**src/lsd_pkg.sv**
```systemverilog
`default_nettype none
package lsd_pkg;
  // register window: global address = base + offset
  localparam logic [15:0] LSD_BASE_BLOCKING    = 16'h0200;
  localparam logic [15:0] LSD_BASE_NONBLOCKING = 16'h0300;
  localparam logic [15:0] LSD_BASE_MASK        = 16'hff00;
  localparam logic [7:0]  LSD_OFF_CTRL         = 8'h30;
  localparam logic [7:0]  LSD_OFF_STATUS       = 8'h31;
  localparam logic [7:0]  LSD_OFF_KEY          = 8'h32;
  // reset values and writable bits
  localparam logic [7:0]  LSD_CTRL_RST         = 8'h00;
  localparam logic [7:0]  LSD_CTRL_WMASK       = 8'hbf;
  localparam logic [3:0]  LSD_KEY_RST          = 4'h0;
  localparam logic [3:0]  LSD_KEY_UNLOCK       = 4'h5;
  localparam logic [7:0]  LSD_RDATA_RST        = 8'h00;
  // control register field positions
  localparam int          LSD_BIT_OT_IE        = 7;
  localparam int          LSD_BIT_SEL_TWO      = 5;
  localparam int          LSD_BIT_SEL_ONE      = 4;
  localparam int          LSD_BIT_GATE_TWO     = 3;
  localparam int          LSD_BIT_GATE_ONE     = 2;
  localparam int          LSD_BIT_ON_TWO       = 1;
  localparam int          LSD_BIT_ON_ONE       = 0;
  // status register field positions
  localparam int          LSD_BIT_OT_PRESENT   = 7;
  // synchroniser width: overtemp, 2 x current limit, 2 x open load, 2 x overvoltage
  localparam int          LSD_SYNC_W           = 7;
endpackage
`default_nettype wire

```
**src/lsd_chan_if.sv**
```systemverilog
`default_nettype none
// per-driver control from the register block to one output stage
interface lsd_chan_if;
  logic on;
  logic gate;
  logic sel;
  logic permit;
  logic drive;
  modport ctl  (output on, output gate, output sel, output permit, input drive);
  modport chan (input on, input gate, input sel, input permit, output drive);
endinterface
`default_nettype wire

```
**src/lsd_sync.sv**
```systemverilog
`default_nettype none
module lsd_sync #(
  parameter int W = 1
) (
  input  wire logic         clk_sys_i,
  input  wire logic         reset_i,
  input  wire logic [W-1:0] pin_i,
  output logic      [W-1:0] sync_o
);
  logic [W-1:0] meta_reg;
  logic [W-1:0] meta_next;
  logic [W-1:0] stage_reg;
  logic [W-1:0] stage_next;

  // first stage feeds only the second, nothing else looks at it
  always_comb begin
    meta_next  = pin_i;
    stage_next = meta_reg;
  end

  always_ff @(posedge clk_sys_i) begin
    if (reset_i) begin
      meta_reg  <= '0;
      stage_reg <= '0;
    end else begin
      meta_reg  <= meta_next;
      stage_reg <= stage_next;
    end
  end

  assign sync_o = stage_reg;
endmodule
`default_nettype wire

```
**src/lsd_channel.sv**
```systemverilog
`default_nettype none
module lsd_channel (
  input  wire logic clk_sys_i,
  input  wire logic reset_i,
  input  wire logic pwm_ch0_i,
  input  wire logic pwm_ch1_i,
  lsd_chan_if.chan  ch
);
  logic drive_reg;
  logic drive_next;
  logic wave;

  // pick the pwm source, then modulate only when gating is on
  always_comb begin
    wave       = ch.sel ? pwm_ch1_i : pwm_ch0_i;
    drive_next = ch.permit & ch.on & (ch.gate ? wave : 1'b1);
  end

  always_ff @(posedge clk_sys_i) begin
    if (reset_i) begin
      drive_reg <= 1'b0;
    end else begin
      drive_reg <= drive_next;
    end
  end

  assign ch.drive = drive_reg;
endmodule
`default_nettype wire

```
**src/lsd_top.sv**
```systemverilog
// Functional notes
// - overtemp interrupt enable is control bit 7
// - bits 5/4 pick pwm channel 1, else 0
// - bits 3/2 modulate driver with chosen pwm
// - bits 1/0 switch drivers once unlocked
// - key field 0x5 unlocks, anything else locks
// - status bit 7 overtemp; status read clears flag
// - status bits 3/2 show current limitation
// - status bits 1/0 show open load
// - open load hidden while driver is off
// - overvoltage shuts drivers, clears driver bits 1/0
// - overvoltage flag follows condition; irq if enabled
// - flag read clears irq; rearms on reappearance
// - overtemp stops drivers, latches low-side source
// - irq request only when low-side mask set
// - control write re-enables after overtemp gone
// - decode offsets at bases 0x0200 and 0x300
// - drivers only active in normal mode
// - control 0x30, key 0x32, control resets zero
`default_nettype none
module lsd_top (
  input  wire logic                  clk_sys_i,
  input  wire logic                  reset_i,
  // register bus, same clock domain
  input  wire logic                  bus_sel_i,
  input  wire logic                  bus_wr_i,
  input  wire logic [15:0]           bus_addr_i,
  input  wire logic [7:0]            bus_wdata_i,
  output logic      [7:0]            bus_rdata_o,
  output logic                       bus_ack_o,
  // system and pwm, same clock domain
  input  wire logic                  normal_mode_i,
  input  wire logic                  pwm_ch0_i,
  input  wire logic                  pwm_ch1_i,
  input  wire logic                  regulator_overvoltage_irq_enable_i,
  input  wire logic                  ov_flag_read_i,
  input  wire logic                  low_side_irq_mask_i,
  // analog sense lines, asynchronous
  input  wire logic                  overtemp_pin_i,
  input  wire logic [1:0]            current_limit_pin_i,
  input  wire logic [1:0]            open_load_pin_i,
  input  wire logic [1:0]            overvolt_pin_i,
  // outputs
  output logic      [1:0]            drv_on_o,
  output logic                       regulator_overvoltage_flag_o,
  output logic                       ov_irq_o,
  output logic                       overtemp_irq_flag_o,
  output logic                       irq_o
);
  import lsd_pkg::*;

  ////////////////////////////////////////////////////////////////////////////
  logic [LSD_SYNC_W-1:0] sync_bus;
  logic                  ot_now;
  logic [1:0]            cl_now;
  logic [1:0]            ol_now;
  logic                  ov_now;
  logic [7:0]            ctrl_reg;
  logic [7:0]            ctrl_next;
  logic [3:0]            key_reg;
  logic [3:0]            key_next;
  logic                  ot_shut_reg;
  logic                  ot_shut_next;
  logic                  ot_flag_reg;
  logic                  ot_flag_next;
  logic                  ov_irq_reg;
  logic                  ov_irq_next;
  logic                  ot_prev_reg;
  logic                  ov_prev_reg;
  logic [7:0]            rdata_reg;
  logic [7:0]            rdata_next;
  logic                  ack_reg;
  logic                  hit;
  logic [7:0]            off;
  logic                  wr_ctrl;
  logic                  wr_key;
  logic                  rd_status;
  logic                  ot_rise;
  logic                  ov_rise;
  logic                  unlocked;
  logic                  permit;
  logic [1:0]            drive;
  logic [7:0]            status;

  lsd_chan_if ch_one ();
  lsd_chan_if ch_two ();

  // either base maps the same three registers
  function automatic logic in_window(input logic [15:0] a);
    in_window = ((a & LSD_BASE_MASK) == LSD_BASE_BLOCKING) ||
                ((a & LSD_BASE_MASK) == LSD_BASE_NONBLOCKING);
  endfunction

  ////////////////////////////////////////////////////////////////////////////
  // analog flags come from another supply domain
  lsd_sync #(.W(LSD_SYNC_W)) u_sync (
    .clk_sys_i (clk_sys_i),
    .reset_i   (reset_i),
    .pin_i     ({overvolt_pin_i, open_load_pin_i, current_limit_pin_i, overtemp_pin_i}),
    .sync_o    (sync_bus)
  );

  assign ot_now = sync_bus[0];
  assign cl_now = sync_bus[2:1];
  assign ol_now = sync_bus[4:3];
  assign ov_now = |sync_bus[6:5]; // either regulator

  ////////////////////////////////////////////////////////////////////////////
  // bus decode
  always_comb begin
    hit       = bus_sel_i & in_window(bus_addr_i);
    off       = bus_addr_i[7:0];
    wr_ctrl   = hit & bus_wr_i & (off == LSD_OFF_CTRL);
    wr_key    = hit & bus_wr_i & (off == LSD_OFF_KEY);
    rd_status = hit & ~bus_wr_i & (off == LSD_OFF_STATUS);
    ot_rise   = ot_now & ~ot_prev_reg;
    ov_rise   = ov_now & ~ov_prev_reg;
  end

  // enables are gated, not refused, except under overvoltage, so software sees what it wrote
  always_comb begin
    unlocked = (key_reg == LSD_KEY_UNLOCK);
    permit   = unlocked & ~ot_shut_reg & ~ot_now & ~ov_now &
               normal_mode_i;
    drive    = {ch_two.drive, ch_one.drive};
    status   = {ot_now, 3'b000, cl_now, ol_now & drive};
  end

  ////////////////////////////////////////////////////////////////////////////
  // register next values; hardware events beat software writes
  always_comb begin
    ctrl_next    = ctrl_reg;
    key_next     = key_reg;
    ot_shut_next = ot_shut_reg;
    ot_flag_next = ot_flag_reg;
    ov_irq_next  = ov_irq_reg;
    if (wr_ctrl) begin
      ctrl_next = bus_wdata_i & LSD_CTRL_WMASK;
    end
    if (ov_now) begin
      ctrl_next[LSD_BIT_ON_TWO] = 1'b0;
      ctrl_next[LSD_BIT_ON_ONE] = 1'b0;
    end
    if (wr_key) begin
      key_next = bus_wdata_i[3:0];
    end
    if (ov_rise) begin
      key_next = LSD_KEY_RST;
    end
    // overtemp latch released only by a control write once cool
    if (ot_now) begin
      ot_shut_next = 1'b1;
    end else if (wr_ctrl) begin
      ot_shut_next = 1'b0;
    end
    if (ot_rise & ctrl_reg[LSD_BIT_OT_IE]) begin
      ot_flag_next = 1'b1;
    end else if (rd_status) begin
      ot_flag_next = 1'b0;
    end
    if (ov_rise & regulator_overvoltage_irq_enable_i) begin
      ov_irq_next = 1'b1;
    end else if (ov_flag_read_i) begin
      ov_irq_next = 1'b0;
    end
  end

  // read data; unmapped offsets and writes return zero
  always_comb begin
    rdata_next = LSD_RDATA_RST;
    if (hit & ~bus_wr_i) begin
      case (off)
        LSD_OFF_CTRL:   rdata_next = ctrl_reg;
        LSD_OFF_STATUS: rdata_next = status;
        LSD_OFF_KEY:    rdata_next = {4'h0, key_reg};
        default:        rdata_next = LSD_RDATA_RST;
      endcase
    end
  end

  always_ff @(posedge clk_sys_i) begin
    if (reset_i) begin
      ctrl_reg    <= LSD_CTRL_RST;
      key_reg     <= LSD_KEY_RST;
      ot_shut_reg <= 1'b0;
      ot_flag_reg <= 1'b0;
      ov_irq_reg  <= 1'b0;
      ot_prev_reg <= 1'b0;
      ov_prev_reg <= 1'b0;
      rdata_reg   <= LSD_RDATA_RST;
      ack_reg     <= 1'b0;
    end else begin
      ctrl_reg    <= ctrl_next;
      key_reg     <= key_next;
      ot_shut_reg <= ot_shut_next;
      ot_flag_reg <= ot_flag_next;
      ov_irq_reg  <= ov_irq_next;
      ot_prev_reg <= ot_now;
      ov_prev_reg <= ov_now;
      rdata_reg   <= rdata_next;
      ack_reg     <= bus_sel_i;
    end
  end

  ////////////////////////////////////////////////////////////////////////////
  // output stages
  assign ch_one.on     = ctrl_reg[LSD_BIT_ON_ONE];
  assign ch_one.gate   = ctrl_reg[LSD_BIT_GATE_ONE];
  assign ch_one.sel    = ctrl_reg[LSD_BIT_SEL_ONE];
  assign ch_one.permit = permit;
  assign ch_two.on     = ctrl_reg[LSD_BIT_ON_TWO];
  assign ch_two.gate   = ctrl_reg[LSD_BIT_GATE_TWO];
  assign ch_two.sel    = ctrl_reg[LSD_BIT_SEL_TWO];
  assign ch_two.permit = permit;

  lsd_channel u_ch_one (
    .clk_sys_i (clk_sys_i),
    .reset_i   (reset_i),
    .pwm_ch0_i (pwm_ch0_i),
    .pwm_ch1_i (pwm_ch1_i),
    .ch        (ch_one)
  );

  lsd_channel u_ch_two (
    .clk_sys_i (clk_sys_i),
    .reset_i   (reset_i),
    .pwm_ch0_i (pwm_ch0_i),
    .pwm_ch1_i (pwm_ch1_i),
    .ch        (ch_two)
  );

  assign drv_on_o                     = drive;
  assign bus_rdata_o                  = rdata_reg;
  assign bus_ack_o                    = ack_reg;
  assign regulator_overvoltage_flag_o = ov_now;
  assign ov_irq_o                     = ov_irq_reg;
  assign overtemp_irq_flag_o          = ot_flag_reg;
  assign irq_o                        = ot_flag_reg & low_side_irq_mask_i;
endmodule
`default_nettype wire

```
**config.mk**
```make
export PLATFORM = sky130hd
export DESIGN_NAME = lsd_top
export DESIGN_NICKNAME = d
export VERILOG_FILES = /design/src/lsd_pkg.sv /design/src/lsd_chan_if.sv /design/src/lsd_sync.sv /design/src/lsd_channel.sv /design/src/lsd_top.sv
export SDC_FILE = /design/constraint.sdc
export NUM_CORES = 1
export LEC_CHECK = 0
export BUFFER_PORTS_ARGS = -buffer_cell sky130_fd_sc_hd__buf_2
export CORE_MARGIN = 5
export CORE_UTILIZATION = 40
export CTS_BUF_LIST = sky130_fd_sc_hd__clkbuf_4
export DETAILED_ROUTE_END_ITERATION = 7
export PLACE_DENSITY = 0.67
export SKIP_LAST_GASP = 1
export SYNTH_ARGS = -nofsm -noshare
export SYNTH_HDL_FRONTEND = slang
export SYNTH_SLANG_ARGS = --single-unit
```
**constraint.sdc**
```tcl
create_clock -name clk_sys_i -period 1.95 [get_ports clk_sys_i]
set_clock_uncertainty 0.1 [all_clocks]
set_input_delay 0.195 -clock clk_sys_i [delete_from_list [all_inputs] [get_ports clk_sys_i]]
set_output_delay 0.195 -clock clk_sys_i [all_outputs]
set_load 0.01 [all_outputs]
```
==> results of run 1 <==
layer usage:
metal / up-vias / GRT usage, % / wire length, µm
li1: 689 / - / -
met1: 623 / 17.4 / 1500
met2: 44 / 24.7 / 1710
met3: 7 / 5.75 / 283
met4: 0 / 5.01 / 53
met5: - / 0 / 0
power groups by stage:
stage,Combinational [mW],Sequential [mW],Clock (mW)
2_1_floorplan,0.0563,0.858,0
3_3_place_gp,0.109,0.859,0
3_5_place_dp,0.110,0.860,0
4_1_cts,0.136,0.841,0.564
5_1_grt,0.153,0.845,0.605
6_report,0.137,0.842,0.547
per-stage QoR:
step | utilization [%] | instances | power [mW]
3_5_place_dp | 49.2 | 254 | 0.970
4_1_cts | 56.0 | 279 | 1.54
3_3_place_gp | 49.2 | 254 | 0.968
6_report | 56.2 | 279 | 1.53
2_1_floorplan | - | 162 | 0.915
5_1_grt | 56.2 | 279 | 1.60
placed cells by master (no fill, tap or decap), types with 2 or more instances in the layout:
cell,instances
and3_1,2
buf_4,3
and2_1,3
a21oi_1,14
clkbuf_4,6
dlygate4sd3_1,17
nand3_1,2
dfxtp_1,40
buf_2,52
nand2b_1,3
nand2_1,12
o21ai_1,3
nor2b_1,18
o21ai_0,6
nor2_1,12
nor4b_1,2
mux2i_1,10
nor4_1,2
nand4_1,8
final timing paths:
check	start	slack, ns	endpoint
max	u_sync.sync_o[6]	0.14	u_ch_two.ch.drive
min	reset_i	0.02	ctrl_reg[1]
max reg2reg	u_sync.sync_o[6]	0.14	u_ch_two.ch.drive
min reg2reg	u_sync.meta_reg[5]	0.35	u_sync.sync_o[5]
cells by family after synthesis:
logic type	after synthesis	share of synthesized area, %
other	1	0.246
AO/OA/AOI/OAI	26	9.27
flip-flops	40	52.5
AND/OR/NAND/NOR	72	27.4
buffers and inverters	13	4.02
multiplexers	10	6.56
layout make-up:
| class | count | area share [%] |
|---|---|---|
| well taps | 48 | 2.90 |
| inverters | 2 | 0.362 |
| clock inverters | 2 | 1.69 |
| clock buffers | 6 | 2.17 |
| flip-flops and latches | 40 | 38.6 |
| repair buffers | 72 | 21.8 |
| multi-input cells | 109 | 32.4 |
repair_timing:
action                                 in CTS  in global routing
gates resized for setup                     0                  1
setup endpoints to repair                   0                  2
hold buffers                               17                  0
endpoints found under the hold margin      21                  0
worst register-to-register path: stages, from the launching register on:
cell and delay [ns]:
dfxtp_1 0.34, or3_4 0.40, or4_4 0.50, nor4b_4 0.23
and3_1 0.19
==> key figures, run 1 <==
STA
  • Max-slew violations: 0
  • Hold Vio Cnt, Final: 0
  • Highest clock rate: 0.553 GHz
  • RSZ-0062 raised after global routing: no
  • Crit path time final: 1.81 ns
  • Measured slew at the worst slew-check pin: 0.513 ns
  • WHS: 0.0211 ns
  • Final worst slack: 0.140 ns
  • Final Cycle Share: 92.8%
  • Slew Limit Headroom: 65.7%
  • Endpoints failing setup: 0
  • Final setup TNS: 0 ns

Clocking
  • CTS Sinks: 40
  • CTS clk-pin slew, worst paths: 0.11 ns
  • CTS tree: done
  • Clock insertion delay at the later pin of the skew report: 0.36 ns
  • Max H-tree Level: 2
  • Root Buffer: clkbuf_4
  • Inserted Clock Buffers: 5
  • Clk buf depth: 2
  • Postcts setup bufs: 0

Synth
  • Synth top cells by count: dfxtp_1, nor2b_1, a21oi_1
  • EDFF count, synth: 0
  • Biggest area consumer among synthesized cells: dfxtp_1
  • Post-synth top flop: dfxtp_1
  • Net count after synthesis: 203
  • Ranking of synthesized cells by area: dfxtp_1, nor2b_1, mux2i_1, a21oi_1, nand4_1
  • Synthesized netlist cell count: 162
  • Async SR Flop Fraction: 0%
  • Yosys warnings: 0
  • Sequential area share after synthesis: 52.5%
  • Synthesis-stage register bit count: 40
  • Syn_area_per_cell: 9.41 µm²
  • Most common cell in the netlist: dfxtp_1
  • Area share of the largest cell type after synthesis: 52.5%
  • Post-Syn Area: 1530 µm²
  • Synth unique cells: 33

Finish
  • Antenna Diode Count: 0
  • Syn-to-layout area delta: 35.9%
  • Filler cells: 370
  • Area of the multi-input gates: 672 µm²
  • NumNets Final: 271
  • Area taken by flip-flops and latches: 801 µm²
  • Post-route cell area: 2070 µm²
  • Layout cells sized above 1: 29.0%

Drt
  • Vias/cell: 4.89
  • Drt total wl: 3540 µm
  • DRC Markers: 0
  • Wire per inst: 12.7 µm
  • Antenna-violating nets left: 0
  • DR pass1 iterations: 6
  • Initial DRC count: 56
  • Via Count: 1363

Power and ir drop
  • Clock power frac: 35.9%
  • Seq pwr share: 55.2%
  • Net Sw Frac: 21.8%
  • Comb power frac: 9.0%
  • Power Internal: 1.19 mW
  • Leakage: 0.899 nW
  • Psw: 0.332 mW
  • Maximum vdd drop: 479 µV
  • Pwr dens: 736 nW/µm²

Global route
  • Gr usage total: 14.8%
  • Initial antenna violation count: 0
  • Remaining global-route overflow: 0
  • First-pass GRT wire length: 5950 µm
  • Number of global-route vias before repair: 1329
  • Largest net degree at the start of global routing: 30

Setup path
  • Register-to-Register Path Depth: 4
  • Critical Path Fanout Max: 3
  • CP Cell Sequence: or3_4 > or4_4 > nor4b_4 > and3_1
  • Worst Path Buf+Inv: 0
  • CP max stage delay: 0.50 ns
  • Critical path's slowest cell: or4_4
  • Data required, critical path: 2.15 ns
  • CP Data Arrival Time: 2.01 ns
  • Critical Path Sink Type: flop
  • CP Depth: 4
  • Crit path kind: flop to flop
  • Family with the most delay on the worst path: simple AND/OR/NAND/NOR gates
  • Setup crit start kind: flop

Min path
  • Hold path cells: 3
  • Hold Path Class: input port to flop

Place
  • Area after DPL: 1810 µm²
  • Port Buffers: 52
  • Place WS: 0.124 ns
  • RePlAce Congestion: 0.849
  • DP HPWL: 2470 µm

Die
  • Die area: 5150 µm²
  • Initial core utilization: 41.4%
  • Row count: 22
  • Chip height: 71.8 µm
  • # IOs: 56
  • Die Wd: 71.8 µm
  • Core Box Area: 3690 µm²

Run status
  • Outcome: finished, final reports clean

Flow run
  • Number of max-cap violations: 0
Note: power is estimated with default switching activity, not from simulation.
==> inputs of run 2 (changes only) <==
--- a/config.mk
+++ b/config.mk
@@ -7,11 +7,12 @@
 export LEC_CHECK = 0
 export BUFFER_PORTS_ARGS = -buffer_cell sky130_fd_sc_hd__buf_2
 export CORE_MARGIN = 5
-export CORE_UTILIZATION = 40
+export CORE_UTILIZATION = 50
 export CTS_BUF_LIST = sky130_fd_sc_hd__clkbuf_4
 export DETAILED_ROUTE_END_ITERATION = 7
-export PLACE_DENSITY = 0.67
+export PLACE_DENSITY = 0.8
 export SKIP_LAST_GASP = 1
 export SYNTH_ARGS = -nofsm -noshare
 export SYNTH_HDL_FRONTEND = slang
+export SYNTH_HIERARCHICAL = 1
 export SYNTH_SLANG_ARGS = --single-unit
==> run 2 against run 1 <==
  * Total power is 0.19% lower
  * Core utilization is 13 points higher
  * Setup slack better by 0.11 ns
  * Routed wire length is 3.5% higher
  * Global-route usage is 3.0 points higher
  * Register-to-register slack better by 0.26 ns
  * Synthesized cell count is 1.2% lower
  * Largest cell class unchanged
  * Clock power is 1% lower
  * Critical path type is now input port to flop
  * Critical path depth is 2 higher
==> key figures, run 2 <==
Run status
  • Outcome: finished, final reports clean

STA
  • Highest clock rate: 0.589 GHz
  • Crit path time final: 1.70 ns
  • Final setup TNS: 0 ns
  • Hold Vio Cnt, Final: 0
  • Final Cycle Share: 87.0%
  • Endpoints failing setup: 0
  • Slew Limit Headroom: 58.7%
  • Max-slew violations: 0
  • Measured slew at the worst slew-check pin: 0.615 ns
  • RSZ-0062 raised after global routing: no

Setup path
  • Worst Path Buf+Inv: 2
  • Critical Path Fanout Max: 7
  • Crit path kind: input port to flop
  • CP Cell Sequence: dlygate4sd3_1 > buf_2 > nor4b_2 > nand4_1 > nor2_2 > mux2i_1
  • CP Data Arrival Time: 1.88 ns
  • CP max stage delay: 0.52 ns
  • Family with the most delay on the worst path: simple AND/OR/NAND/NOR gates
  • Critical Path Sink Type: flop
  • CP Depth: 6
  • Critical path's slowest cell: dlygate4sd3_1
  • Setup crit start kind: input port
  • Data required, critical path: 2.14 ns
  • Register-to-Register Path Depth: 5

Global route
  • Number of global-route vias before repair: 1340
  • Remaining global-route overflow: 0
  • First-pass GRT wire length: 5860 µm
  • Initial antenna violation count: 0
  • Largest net degree at the start of global routing: 17
  • Gr usage total: 17.9%

Die
  • Chip height: 66.8 µm
  • Die Wd: 66.8 µm
  • # IOs: 56
  • Row count: 20
  • Die area: 4470 µm²
  • Initial core utilization: 52.5%
  • Core Box Area: 3080 µm²

Synth
  • Yosys warnings: 6
  • Synth top cells by count: dfxtp_1, nand2_1, nor2_1
  • Synth unique cells: 37
  • Sequential area share after synthesis: 49.6%
  • Most common cell in the netlist: dfxtp_1
  • Area share of the largest cell type after synthesis: 49.6%
  • Net count after synthesis: 201
  • Post-Syn Area: 1620 µm²
  • Syn_area_per_cell: 10.1 µm²
  • Post-synth top flop: dfxtp_1
  • Async SR Flop Fraction: 0%
  • EDFF count, synth: 0
  • Biggest area consumer among synthesized cells: dfxtp_1
  • Ranking of synthesized cells by area: dfxtp_1, mux2i_1, nor2b_2, nand2_1, nor2_1
  • Synthesis-stage register bit count: 40
  • Synthesized netlist cell count: 160

Clocking
  • CTS clk-pin slew, worst paths: 0.11 ns
  • Clk buf depth: 2
  • CTS Sinks: 40
  • Max H-tree Level: 2
  • Root Buffer: clkbuf_4
  • CTS tree: done
  • Inserted Clock Buffers: 5
  • Clock insertion delay at the later pin of the skew report: 0.34 ns

Power and ir drop
  • Pwr dens: 716 nW/µm²
  • Maximum vdd drop: 528 µV
  • Leakage: 0.906 nW

Drt
  • Drt total wl: 3670 µm
  • DR pass1 iterations: 4
  • Initial DRC count: 40
  • Via Count: 1392
  • Vias/cell: 5.08
  • Antenna-violating nets left: 0
  • Wire per inst: 13.4 µm
  • DRC Markers: 0

Finish
  • NumNets Final: 270
  • Fin util: 69.1%
  • Layout cells sized above 1: 35.2%
  • Post-route cell area: 2130 µm²
  • Syn-to-layout area delta: 31.6%
  • Antenna Diode Count: 0
  • Final Instance Count excl. Fillers: 274
  • Commonest non-fill, non-tap cells in the layout: buf_2, dfxtp_1, nand2_1, dlygate4sd3_1, nor2_1
  • Most common cell after layout, fill and taps aside: buf_2

Min path
  • Hold Path Class: input port to flop
  • Hold path cells: 4

Place
  • Placed Cells: 250
  • RePlAce Congestion: 0.790
  • Area after DPL: 1890 µm²
  • Port Buffers: 52
  • DP HPWL: 2600 µm

Flow run
  • Number of max-cap violations: 0
[run 2: cell count changes after synthesis, moves of 5 or more]
cell      delta
nor2b_1     -14
nor2b_2     +10
a21oi_1      -7
nand4_1      -7
clkbuf_1     -5
nand3_1      +5
[run 2: cells by family (layout without fill, tap and decap cells)]
group,Yosys count,in the layout,synth area share (%)
simple gates,70,70,28.0
flops,40,40,49.6
compound gates,28,28,12.2
buf+inv,12,82,4.42
mux,9,9,5.58
other cells,1,1,0.232
[run 2: final cells by class]
class,count,area [µm²]
clock buffer,6,45.0
clock inverter,2,35.0
fill,282,952
inverter,5,18.8
multi-input combinational,108,743
sequential,40,801
tap,44,55.1
timing repair buffer,69,428
[run 2: where the power goes]
part / switching (mW) / internal [mW] / leakage, nW
combinational: 0.0636 / 0.0770 / 0.535
clock: 0.258 / 0.283 / 0.0456
sequential: 0.00638 / 0.835 / 0.326
total: 0.328 / 1.19 / 0.906
[run 2: through the flow]
stage | setup WS, ns | power [mW] | hold slack (ns)
global route | 0.178 | 1.58 | 0.0542
finish | 0.253 | 1.52 | 0.0440
global placement | 0.298 | 0.971 | 0.299
CTS | 0.261 | 1.53 | 0.0288
floorplan | 0.675 | 0.913 | 0.160
detailed placement | 0.278 | 0.974 | 0.303
[run 2: final timing paths]
kind | startpoint | to | slack [ns]
setup / recovery | bus_sel_i | ctrl_reg[1] | 0.25
hold / removal | ov_flag_read_i | ov_irq_o | 0.04
setup reg to reg | u_sync/sync_o[6] | u_ch_one/ch.drive | 0.40
hold reg to reg | u_sync/meta_reg[3] | u_sync/sync_o[3] | 0.35
[run 2: timing repair]
item / CTS / global route
resized for setup: 0 / 0
buffers inserted: 0 / 0
hold buffers: 16 / 0
hold endpoints to repair: 17 / 0
[run 2: per-layer routing]
layer  track usage [%]  vias to the layer above  share of wire, %  routed length (µm)
met4              6.85                        0               1.8                  65
met3              6.58                        7               7.3                 266
li1                  -                      692                 -                   -
met1              18.1                      645                41                1510
met2              32.8                       48                50                1820
met5                 0                        -                 0                   0
[run 2: tightest hold or removal path, delay by kind of cell]
family	cells	cell delay [ns]
simple gates	2	0.07
buf+inv	1	0.07
compound gates	1	0.10
